--- src/ccmb_consts.vh ---
// Constants for the processor configuration register bank
`ifndef CCMB_CONSTS_VH
`define CCMB_CONSTS_VH
`define CCMB_ADDR_W           32
`define CCMB_OFS_CYCLE        32'h0000_0010
`define CCMB_OFS_INTC         32'h0000_001B
`define CCMB_OFS_POWERON      32'h0000_002A
`define CCMB_OFS_RANGE_DEF    32'h0000_02FF
`define CCMB_RANGE_EN_BIT     11
`define CCMB_FIXED_EN_BIT     10
`define CCMB_MEMKIND_LSB      0
`define CCMB_MEMKIND_MSB      7
`define CCMB_RANGE_DEF_MASK   64'h0000_0000_0000_0CFF
`define CCMB_INTC_ADDR_LSB    12
`define CCMB_INTC_ADDR_MSB    39
`define CCMB_INTC_EN_BIT      11
`define CCMB_INTC_BOOT_BIT    8
`define CCMB_INTC_MASK        64'h0000_00FF_FFFF_F900
`define CCMB_INTC_ADDR_RST    28'h00F_EE00
`define CCMB_CLUSTER_LSB      16
`define CCMB_CLUSTER_MSB      17
`define CCMB_CYCLE_RST        64'h0000_0000_0000_0000
`endif

--- src/ccmb_cycle_counter.v ---
// Free-running 64-bit cycle counter with software load
module ccmb_cycle_counter (
  // Clock and reset
  input  wire        clk,
  input  wire        rst,
  // Software load
  input  wire        load,
  input  wire [63:0] load_val,
  // Count value
  output wire [63:0] count
);
`include "ccmb_consts.vh"
  reg [63:0] cnt_ff;
  wire [63:0] nxt_cnt;

  // Wraps naturally at the 64-bit width, no flag produced
  assign nxt_cnt = load ? load_val : cnt_ff + 64'h0000_0000_0000_0001;

  always @(posedge clk) begin
    if (rst) begin
      cnt_ff <= `CCMB_CYCLE_RST;
    end else begin
      cnt_ff <= nxt_cnt;
    end
  end

  assign count = cnt_ff;
endmodule // ccmb_cycle_counter

--- src/ccmb_msr_bank.v ---
// Processor configuration register bank: range typing, intc base, counter
module ccmb_msr_bank (
  // Clock and reset
  input  wire        CLK_SYS,
  input  wire        RST,
  // Strap inputs
  input  wire        BOOT_STRAP,
  input  wire [1:0]  CLUSTER_ID_IN,
  // Register access
  input  wire        REG_RD,
  input  wire        REG_WR,
  input  wire [31:0] REG_ADDR,
  input  wire [63:0] REG_WDATA,
  output reg  [63:0] REG_RDATA,
  output reg         REG_ACK,
  output reg         GENERAL_PROTECTION_FAULT,
  // Configuration outputs
  output wire        RANGE_TYPING_ENABLE,
  output wire        FIXED_RANGE_ENABLE,
  output wire [7:0]  DEFAULT_MEM_KIND,
  output wire [27:0] INTC_BASE_ADDR,
  output wire        INTC_ENABLE,
  output wire        INTC_BOOT_CPU,
  output wire [1:0]  INTC_CLUSTER_ID,
  output wire [63:0] CYCLE_COUNT
);
`include "ccmb_consts.vh"

  // Defined memory kinds: 0,1,4,5,6; others are undefined
  function kind_ok;
    input [7:0] k;
    begin
      kind_ok = (k == 8'h00) || (k == 8'h01) ||
                (k >= 8'h04 && k <= 8'h06);
    end
  endfunction

  function hit;
    input [31:0] a;
    input [31:0] ofs;
    begin
      hit = (a == ofs);
    end
  endfunction

  reg        range_en_ff;
  reg        fixed_en_ff;
  reg [7:0]  mem_kind_ff;
  reg [27:0] intc_addr_ff;
  reg        intc_en_ff;
  reg        boot_ff;
  reg        boot_cap_ff;
  reg [1:0]  cluster_ff;

  wire sel_cyc  = hit(REG_ADDR, `CCMB_OFS_CYCLE);
  wire sel_intc = hit(REG_ADDR, `CCMB_OFS_INTC);
  wire sel_pwr  = hit(REG_ADDR, `CCMB_OFS_POWERON);
  wire sel_def  = hit(REG_ADDR, `CCMB_OFS_RANGE_DEF);
  wire sel_any  = sel_cyc | sel_intc | sel_pwr | sel_def;

  wire def_bad  = |(REG_WDATA & ~`CCMB_RANGE_DEF_MASK) |
                  ~kind_ok(REG_WDATA[`CCMB_MEMKIND_MSB:`CCMB_MEMKIND_LSB]);
  wire intc_bad = |(REG_WDATA & ~`CCMB_INTC_MASK);
  wire wr_fault = REG_WR & ((sel_def & def_bad) | (sel_intc & intc_bad) |
                            sel_pwr | ~sel_any);
  wire wr_ok    = REG_WR & ~wr_fault;
  wire rd_fault = REG_RD & ~REG_WR & ~sel_any;

  wire [63:0] def_view  = {52'h0_0000_0000_0000, range_en_ff, fixed_en_ff,
                           2'b00, mem_kind_ff};
  wire [63:0] intc_view = {24'h00_0000, intc_addr_ff, intc_en_ff, 2'b00,
                           boot_ff, 8'h00};
  wire [63:0] pwr_view  = {46'h0000_0000_0000, cluster_ff, 16'h0000};
  wire [63:0] cyc_val;

  ccmb_cycle_counter u_cycle (
    .clk      (CLK_SYS),
    .rst      (RST),
    .load     (wr_ok & sel_cyc),
    .load_val (REG_WDATA),
    .count    (cyc_val)
  );

  // Boot flag and cluster id are caught one edge after reset release
  always @(posedge CLK_SYS) begin
    if (RST) begin
      boot_cap_ff <= 1'b0;
    end else begin
      boot_cap_ff <= 1'b1;
    end
  end

  always @(posedge CLK_SYS) begin
    if (RST) begin
      range_en_ff  <= 1'b0;
      fixed_en_ff  <= 1'b0;
      mem_kind_ff  <= 8'h00;
      intc_addr_ff <= `CCMB_INTC_ADDR_RST;
      intc_en_ff   <= 1'b0;
      boot_ff      <= 1'b0;
      cluster_ff   <= 2'b00;
    end else begin
      if (!boot_cap_ff) begin
        boot_ff    <= BOOT_STRAP;
        cluster_ff <= CLUSTER_ID_IN;
      end else if (wr_ok && sel_intc) begin
        boot_ff    <= REG_WDATA[`CCMB_INTC_BOOT_BIT];
      end
      if (wr_ok && sel_def) begin
        range_en_ff <= REG_WDATA[`CCMB_RANGE_EN_BIT];
        fixed_en_ff <= REG_WDATA[`CCMB_FIXED_EN_BIT];
        mem_kind_ff <= REG_WDATA[`CCMB_MEMKIND_MSB:`CCMB_MEMKIND_LSB];
      end
      if (wr_ok && sel_intc) begin
        intc_addr_ff <= REG_WDATA[`CCMB_INTC_ADDR_MSB:`CCMB_INTC_ADDR_LSB];
        intc_en_ff   <= REG_WDATA[`CCMB_INTC_EN_BIT];
      end
    end
  end

  // One-cycle answer registered after each access
  always @(posedge CLK_SYS) begin
    if (RST) begin
      REG_RDATA                <= 64'h0000_0000_0000_0000;
      REG_ACK                  <= 1'b0;
      GENERAL_PROTECTION_FAULT <= 1'b0;
    end else begin
      REG_ACK                  <= REG_RD | REG_WR;
      GENERAL_PROTECTION_FAULT <= wr_fault | rd_fault;
      if (REG_RD && !REG_WR) begin
        REG_RDATA <= sel_def  ? def_view :
                     sel_intc ? intc_view :
                     sel_pwr  ? pwr_view :
                     sel_cyc  ? cyc_val : 64'h0000_0000_0000_0000;
      end
    end
  end

  // Only the fixed-range enable is gated, by range typing enable, so downstream never sees it set alone
  assign RANGE_TYPING_ENABLE = range_en_ff;
  assign FIXED_RANGE_ENABLE  = range_en_ff & fixed_en_ff;
  assign DEFAULT_MEM_KIND    = mem_kind_ff;
  assign INTC_BASE_ADDR      = intc_addr_ff;
  assign INTC_ENABLE         = intc_en_ff;
  assign INTC_BOOT_CPU       = boot_ff;
  assign INTC_CLUSTER_ID     = cluster_ff;
  assign CYCLE_COUNT         = cyc_val;
endmodule // ccmb_msr_bank

--- config.mk ---
export PLATFORM = sky130hd
export DESIGN_NAME = ccmb_msr_bank
export DESIGN_NICKNAME = d
export VERILOG_FILES = /design/src/ccmb_cycle_counter.v /design/src/ccmb_msr_bank.v
export VERILOG_INCLUDE_DIRS = /design/src
export SDC_FILE = /design/constraint.sdc
export NUM_CORES = 1
export LEC_CHECK = 0
export BUFFER_PORTS_ARGS = -buffer_cell sky130_fd_sc_hd__buf_2
export CORE_MARGIN = 4
export CORE_UTILIZATION = 51
export DETAILED_ROUTE_END_ITERATION = 7
export PLACE_DENSITY = 0.81
export SYNTH_ARGS = -nofsm -noshare
export SYNTH_HDL_FRONTEND = slang
export SYNTH_SLANG_ARGS = --single-unit
--- constraint.sdc ---
create_clock -name CLK_SYS -period 3.3 [get_ports CLK_SYS]
set_input_delay 0.495 -clock CLK_SYS [delete_from_list [all_inputs] [get_ports CLK_SYS]]
set_output_delay 0.495 -clock CLK_SYS [all_outputs]
set_load 0.01 [all_outputs]
==> results.json, run 1 <==
{
  "status": "finished, final reports clean",
  "power_leakage_nw": 4.08,
  "crit_path_start_kind": "flip-flop",
  "worst_hold_startpoint": "CLUSTER_ID_IN[1]",
  "power.density_nw_per_um2": 412,
  "clk_network_pwr_share_pct": 45.8,
  "whs_path_cells": 3,
  "worstSetupStartpoint": "u_cycle.count[0]$_SDFF_PP0_",
  "final-setup-viol-count": 0,
  "synth_cell_type_count": 57,
  "regToRegSetupSlack_ps": 690,
  "grt_util_all_layers_pct": 29.7,
  "max-cap-violations": 0,
  "syn_inst": 999,
  "fp.dieW_microns": 135,
  "clkSlewWorstSetupHoldPaths_ps": 70,
  "ratio_of_cells_with_drive_above_1_in_the_final_layout_pct": 27.7,
  "drtIter0Drc": 1027,
  "floorplan.initialDensity_pct": 51.9,
  "fillers": 1393,
  "f_max_ghz": 0.383,
  "route.detailed.wl_per_inst_microns": 19.1,
  "crit_required_ps": 3660,
  "synth_area_per_cell_sq_um": 8.22,
  "reg2regPathDepth": 6,
  "timing_max_transition_violations_final": 0,
  "global_route.overflow_total": 0,
  "switching_power_mw": 1.01,
  "postSynthRegisterBits": 173,
  "critical_path.max_fanout": 12,
  "hold_class": "input pin to flip-flop",
  "dp_hpwl_microns": 20300,
  "cts_tree": "yes",
  "setup-tns-final_ps": 0,
  "synth.yosys.warnings": 0,
  "final_nets": 1346,
  "gp_congestion": 0.928,
  "chipHeight_microns": 135,
  "synth_flop_cell": "dfxtp_1",
  "whs_endpoint": "INTC_CLUSTER_ID[1]$_SDFFE_PP0N_",
  "post_drt_via_cell_ratio": 6.17,
  "first_pass_grt_wire_length_microns": 43700,
  "num_io_pins": 275,
  "holdBufCountCts": 0,
  "number_of_nets_produced_by_synthesis": 1103,
  "minimum_clock_period_after_layout_ps": 2610,
  "finalHoldViolations": 0,
  "placementRows": 46,
  "setup.worst_path.class": "flip-flop to flip-flop",
  "post_dp_cell_area_sq_um": 9780,
  "synth_enable_flop_cells": 0,
  "floorplan.core_area_sq_um": 15800,
  "yosys.area.top_type": "dfxtp_1",
  "regToRegEndpoint": "u_cycle.count[46]$_SDFF_PP0_",
  "critical_path.top_delay_family": "simple AND/OR/NAND/NOR gates",
  "clock-skew-final_ps": 9.37,
  "drt-total-wl_microns": 28100,
  "swShare_pct": 23.6,
  "die_area_sq_um": 18200,
  "drt_drc_violations_left": 0,
  "path_cells": "ha_1, and4_1, and2_1, nand3_1, or4_1, a31oi_1",
  "routed-via-count": 9073,
  "worst_pin_slew_ps": 920,
  "ant_nets": 0,
  "largest_net_degree_at_the_start_of_global_routing": 118,
  "ys_top_cells_by_area": "dfxtp_1, o21ai_0, nand3_1, a21oi_1, nand2_1",
  "grt_setup_unrepaired": "no",
  "final_min_period_over_clock_period_pct": 79.1,
  "antenna_cells_inserted": 0,
  "syn2layout_area_growth_pct": 26.0,
  "io_buffers": 274,
  "numClockSinks": 173,
  "layout.core_utilization_pct": 65.4,
  "hold_slack_ps": 300,
  "cts_made_buffers": 17,
  "htree_num_levels": 4,
  "synth_top_area_share_pct": 42.2,
  "cellInternalPower_mw": 3.26,
  "clock_path_buffers": 2,
  "launch_point_of_the_worst_reg_to_reg_path": "u_cycle.count[0]$_SDFF_PP0_",
  "synthArstFlopShare_pct": 0,
  "mappedNetlistArea_sq_um": 8220,
  "cp_slowest_cell": "or4_1",
  "insertion_delay_ps": 430,
  "critPathCaptureType": "flip-flop",
  "grt_pass1_vias": 8249,
  "synth-seq-area-share_pct": 42.2,
  "cts.root.buffer_cell": "clkbuf_16",
  "pwr-share-comb_pct": 4.9,
  "slowest_delay_ps": 640,
  "cts_setup_buffers": 0,
  "highest_ir_drop_seen_on_vdd_mv": 0.366,
  "drt_pass1_iterations": 6,
  "final_design_area_no_fill_sq_um": 10400,
  "seqPwrFrac_pct": 49.3,
  "worst_ep_arrival_time_ps": 2970,
  "crit_buf_inv": 0,
  "max-slew-margin-rel_pct": 38.1,
  "cts-resized-gates": 0,
  "grt_antenna_before_repair": 0
}
[how the worst max path moves through the flow]
stage,end,slack (ps),depth (start not counted)
finish,u_cycle.count[46]$_SDFF_PP0_,690,6
detailed placement,REG_RDATA[27]$_SDFFE_PP0P_,430,7
global route,u_cycle.count[46]$_SDFF_PP0_,550,6
CTS,u_cycle.count[46]$_SDFF_PP0_,740,6
floorplan,INTC_BASE_ADDR[10]$_SDFFE_PP1P_,730,6
global placement,INTC_BASE_ADDR[21]$_SDFFE_PP0P_,510,7
[cell usage in the layout (no fill, tap or decap), drive strengths merged, types with 5 or more instances in the layout]
cell	n
o31ai	6
nand2	63
nand4	35
and2	8
a22o	25
dfxtp	173
o41ai	6
xnor2	17
nor3	34
inv	33
a21oi	49
clkinv	5
a31oi	13
xor2	9
and3	14
clkbuf	21
a311oi	9
o21ai	120
nor4	31
a211oi	26
a22oi	27
or3	11
and4	15
nor2	57
o311a	9
nand3	84
buf	302
or4	13
[worst min-delay path, delay by kind of cell]
| family | cells | cell delay, ps |
|---|---|---|
| multiplexers | 1 | 50 |
| AND/OR/NAND/NOR | 1 | 80 |
| buffers and inverters | 1 | 80 |
[cell type report]
type / instances / area (sq um) / area share, %
clock buffers: 21 / 460 / 4.45
clock inverters: 11 / 111 / 1.08
inverters: 32 / 120 / 1.16
multi-input cells: 716 / 4320 / 41.7
flip-flops and latches: 173 / 3460 / 33.5
well taps: 216 / 270 / 2.61
repair buffers: 302 / 1610 / 15.5
[metal layers]
metal / GRT usage [%] / wire length (microns) / up-vias
li1: - / - / 4264
met1: 40.5 / 11500 / 4211
met2: 47.0 / 13200 / 532
met3: 6.26 / 2780 / 66
met4: 10.4 / 686 / 0
met5: 0 / 0 / -
[state kept, by name, indices dropped and copies added (netlist names), 2 cells and up]
| register | cells |
|---|---|
| REG_RDATA | 64 |
| u_cycle.count | 64 |
| INTC_BASE_ADDR | 28 |
| DEFAULT_MEM_KIND | 8 |
| INTC_CLUSTER_ID | 2 |
[cells in the mapped netlist (all sizes together) (14+ instances only)]
master / instances
a21oi: 49
nor2: 57
nor3: 34
and4: 15
a22o: 25
xnor2: 17
inv: 31
and3: 14
a211oi: 26
nand4: 35
buf: 16
nor4: 31
clkbuf: 62
o21ai: 120
a22oi: 27
nand3: 84
nand2: 63
dfxtp: 173
[per-stage QoR]
step                      power, mW  cells  setup slack, ps
final                          4.27   1471              688
after global routing           4.39   1471              553
after CTS                      4.28   1471              741
after detailed placement       2.35   1439              435
after global placement         2.35   1439              507
after floorplan                2.23    999              733
[power groups by stage]
stage	Sequential (mW)	Combinational (mW)	Clock, mW
floorplan	2.15	0.0739	0
global placement	2.15	0.201	0
detailed placement	2.15	0.203	0
CTS	2.10	0.204	1.97
global route	2.10	0.224	2.06
finish	2.11	0.208	1.96
[kinds of logic after synthesis]
group / after synthesis / synth area share, %
fa+ha+maj: 1 / 0.152
xor+xnor: 26 / 2.77
mux: 2 / 0.244
buf+inv: 110 / 5.59
simple gates: 377 / 24.8
flops: 173 / 42.2
compound gates: 310 / 24.3
Note: power is estimated with default switching activity, not from simulation.
==> inputs of run 2 (changes only) <==
Clock period 3.3 ns to 2.6 ns, I/O delays scaled along.
==> results.json, run 2 (synthesized netlist as in run 1, its figures left out) <==
{
  "route.detailed.wl_per_inst_microns": 19.4,
  "clock_path_buffers": 2,
  "hold_class": "input pin to flip-flop",
  "cts-resized-gates": 0,
  "chipHeight_microns": 135,
  "fillers": 1310,
  "crit_required_ps": 2960,
  "drtIter0Drc": 1029,
  "post_drt_via_cell_ratio": 6.20,
  "insertion_delay_ps": 430,
  "f_max_ghz": 0.409,
  "setup.worst_path.class": "flip-flop to flip-flop",
  "worst_pin_slew_ps": 943,
  "fp.dieW_microns": 135,
  "dp_hpwl_microns": 21000,
  "num_io_pins": 275,
  "die_area_sq_um": 18200,
  "placementRows": 46,
  "reg2regPathDepth": 6,
  "first_pass_grt_wire_length_microns": 45200,
  "critical_path.max_fanout": 11,
  "layout_commonest_cell": "buf_2",
  "pre_cts_slack_ps": -56.0,
  "cts_tree": "yes",
  "critPathCaptureType": "flip-flop",
  "floorplan.initialDensity_pct": 51.9,
  "power_leakage_nw": 4.27,
  "ant_nets": 0,
  "cts.root.buffer_cell": "clkbuf_16",
  "timing_max_transition_violations_final": 0,
  "regToRegEndpoint": "u_cycle.count[36]$_SDFF_PP0_",
  "grt_setup_unrepaired": "no",
  "final_min_period_over_clock_period_pct": 93.9,
  "grt_pass1_vias": 8661,
  "clkSlewWorstSetupHoldPaths_ps": 60,
  "area_of_the_multi_input_gates_sq_um": 4320,
  "routed-via-count": 9289,
  "largest_net_degree_at_the_start_of_global_routing": 69,
  "cts_setup_buffers": 0,
  "worst_ep_arrival_time_ps": 2800,
  "highest_ir_drop_seen_on_vdd_mv": 0.496,
  "worst_hold_startpoint": "CLUSTER_ID_IN[1]",
  "holdBufCountCts": 0,
  "post_dp_cell_area_sq_um": 10100,
  "max-slew-margin-rel_pct": 37.0,
  "final_nets": 1375,
  "finalHoldViolations": 0,
  "numClockSinks": 173,
  "minimum_clock_period_after_layout_ps": 2440,
  "floorplan.core_area_sq_um": 15800,
  "seq_area_sq_um": 3460,
  "final-setup-viol-count": 0,
  "max-cap-violations": 0,
  "gp_congestion": 0.935,
  "power.total_mw": 5.60,
  "layout.core_utilization_pct": 67.4,
  "final_design_area_no_fill_sq_um": 10700,
  "io_buffers": 274,
  "ratio_of_cells_with_drive_above_1_in_the_final_layout_pct": 29.3,
  "crit_path_start_kind": "flip-flop",
  "cts_made_buffers": 17,
  "power.density_nw_per_um2": 525,
  "status": "finished, final reports clean",
  "htree_num_levels": 4,
  "clock-skew-final_ps": 10.2,
  "whs_path_cells": 3,
  "final_cell_mix": "buf_2, dfxtp_1, o21ai_0",
  "syn2layout_area_growth_pct": 29.8,
  "grt_antenna_before_repair": 0,
  "grt_util_all_layers_pct": 30.6,
  "drt-total-wl_microns": 29100,
  "whs_endpoint": "INTC_CLUSTER_ID[1]$_SDFFE_PP0N_",
  "layout_setup_ws_ps": 158,
  "launch_point_of_the_worst_reg_to_reg_path": "u_cycle.count[21]$_SDFF_PP0_",
  "hold_slack_ps": 196,
  "drt_pass1_iterations": 8,
  "global_route.overflow_total": 0,
  "regToRegSetupSlack_ps": 160,
  "antenna_cells_inserted": 0,
  "drt_drc_violations_left": 0
}
-- run 2: cell count changes in the layout (fill, tap and decap cells not counted) --
cell        change
buf_12          +5
buf_4          +24
bufinv_16       +3
clkbuf_8        -2
clkinv_2        +2
clkinv_4        -1
clkinvlp_4      -3
inv_8           -1
-- run 2: worst max-delay path by stage --
stage	endpoint	slack, ps	depth (start not counted)	startpoint
6_report	u_cycle.count[36]$_SDFF_PP0_	160	6	u_cycle.count[21]$_SDFF_PP0_
5_1_grt	u_cycle.count[60]$_SDFF_PP0_	9	7	u_cycle.count[0]$_SDFF_PP0_
4_1_cts	u_cycle.count[36]$_SDFF_PP0_	170	6	u_cycle.count[21]$_SDFF_PP0_
3_5_place_dp	INTC_BASE_ADDR[13]$_SDFFE_PP1P_	-60	7	REG_ADDR[14]
3_3_place_gp	INTC_BASE_ADDR[19]$_SDFFE_PP1P_	-10	7	REG_ADDR[14]
2_1_floorplan	INTC_BASE_ADDR[10]$_SDFFE_PP1P_	140	6	REG_ADDR[14]
-- run 2: routing by layer --
metal | GRT usage [%] | part of all wire [%] | routed length (microns)
met5 | 0 | 0 | 0
met4 | 10.9 | 2.3 | 678
met3 | 6.41 | 9.1 | 2650
met2 | 49.2 | 47 | 13600
met1 | 41.1 | 42 | 12200
-- run 2: area by class of cell --
class,count,share of cell area [%]
inverter,32,1.13
multi-input combinational,716,40.5
sequential,173,32.5
tap,216,2.53
clock buffer,19,4.06
timing repair buffer,331,17.7
clock inverter,11,1.58
-- run 2: power by group --
part           switching [mW]  internal (mW)
clock                    1.06           1.60
combinational           0.168         0.0970
sequential             0.0131           2.66
-- run 2: critical path, stage by stage (launching register included) --
cell and delay (ps):
dfxtp_1 440, nand4_1 230, nor4_2 580, nand4_1 300
buf_4 270, or4_1 390, a31oi_1 160
-- run 2: metrics by stage --
| stage | TNS (ps) | std cells |
|---|---|---|
| after global placement | -67.1 | 1468 |
| after detailed placement | -745 | 1468 |
| after floorplan | 0 | 999 |
| after global routing | 0 | 1498 |
| final | 0 | 1498 |
| after CTS | 0 | 1498 |
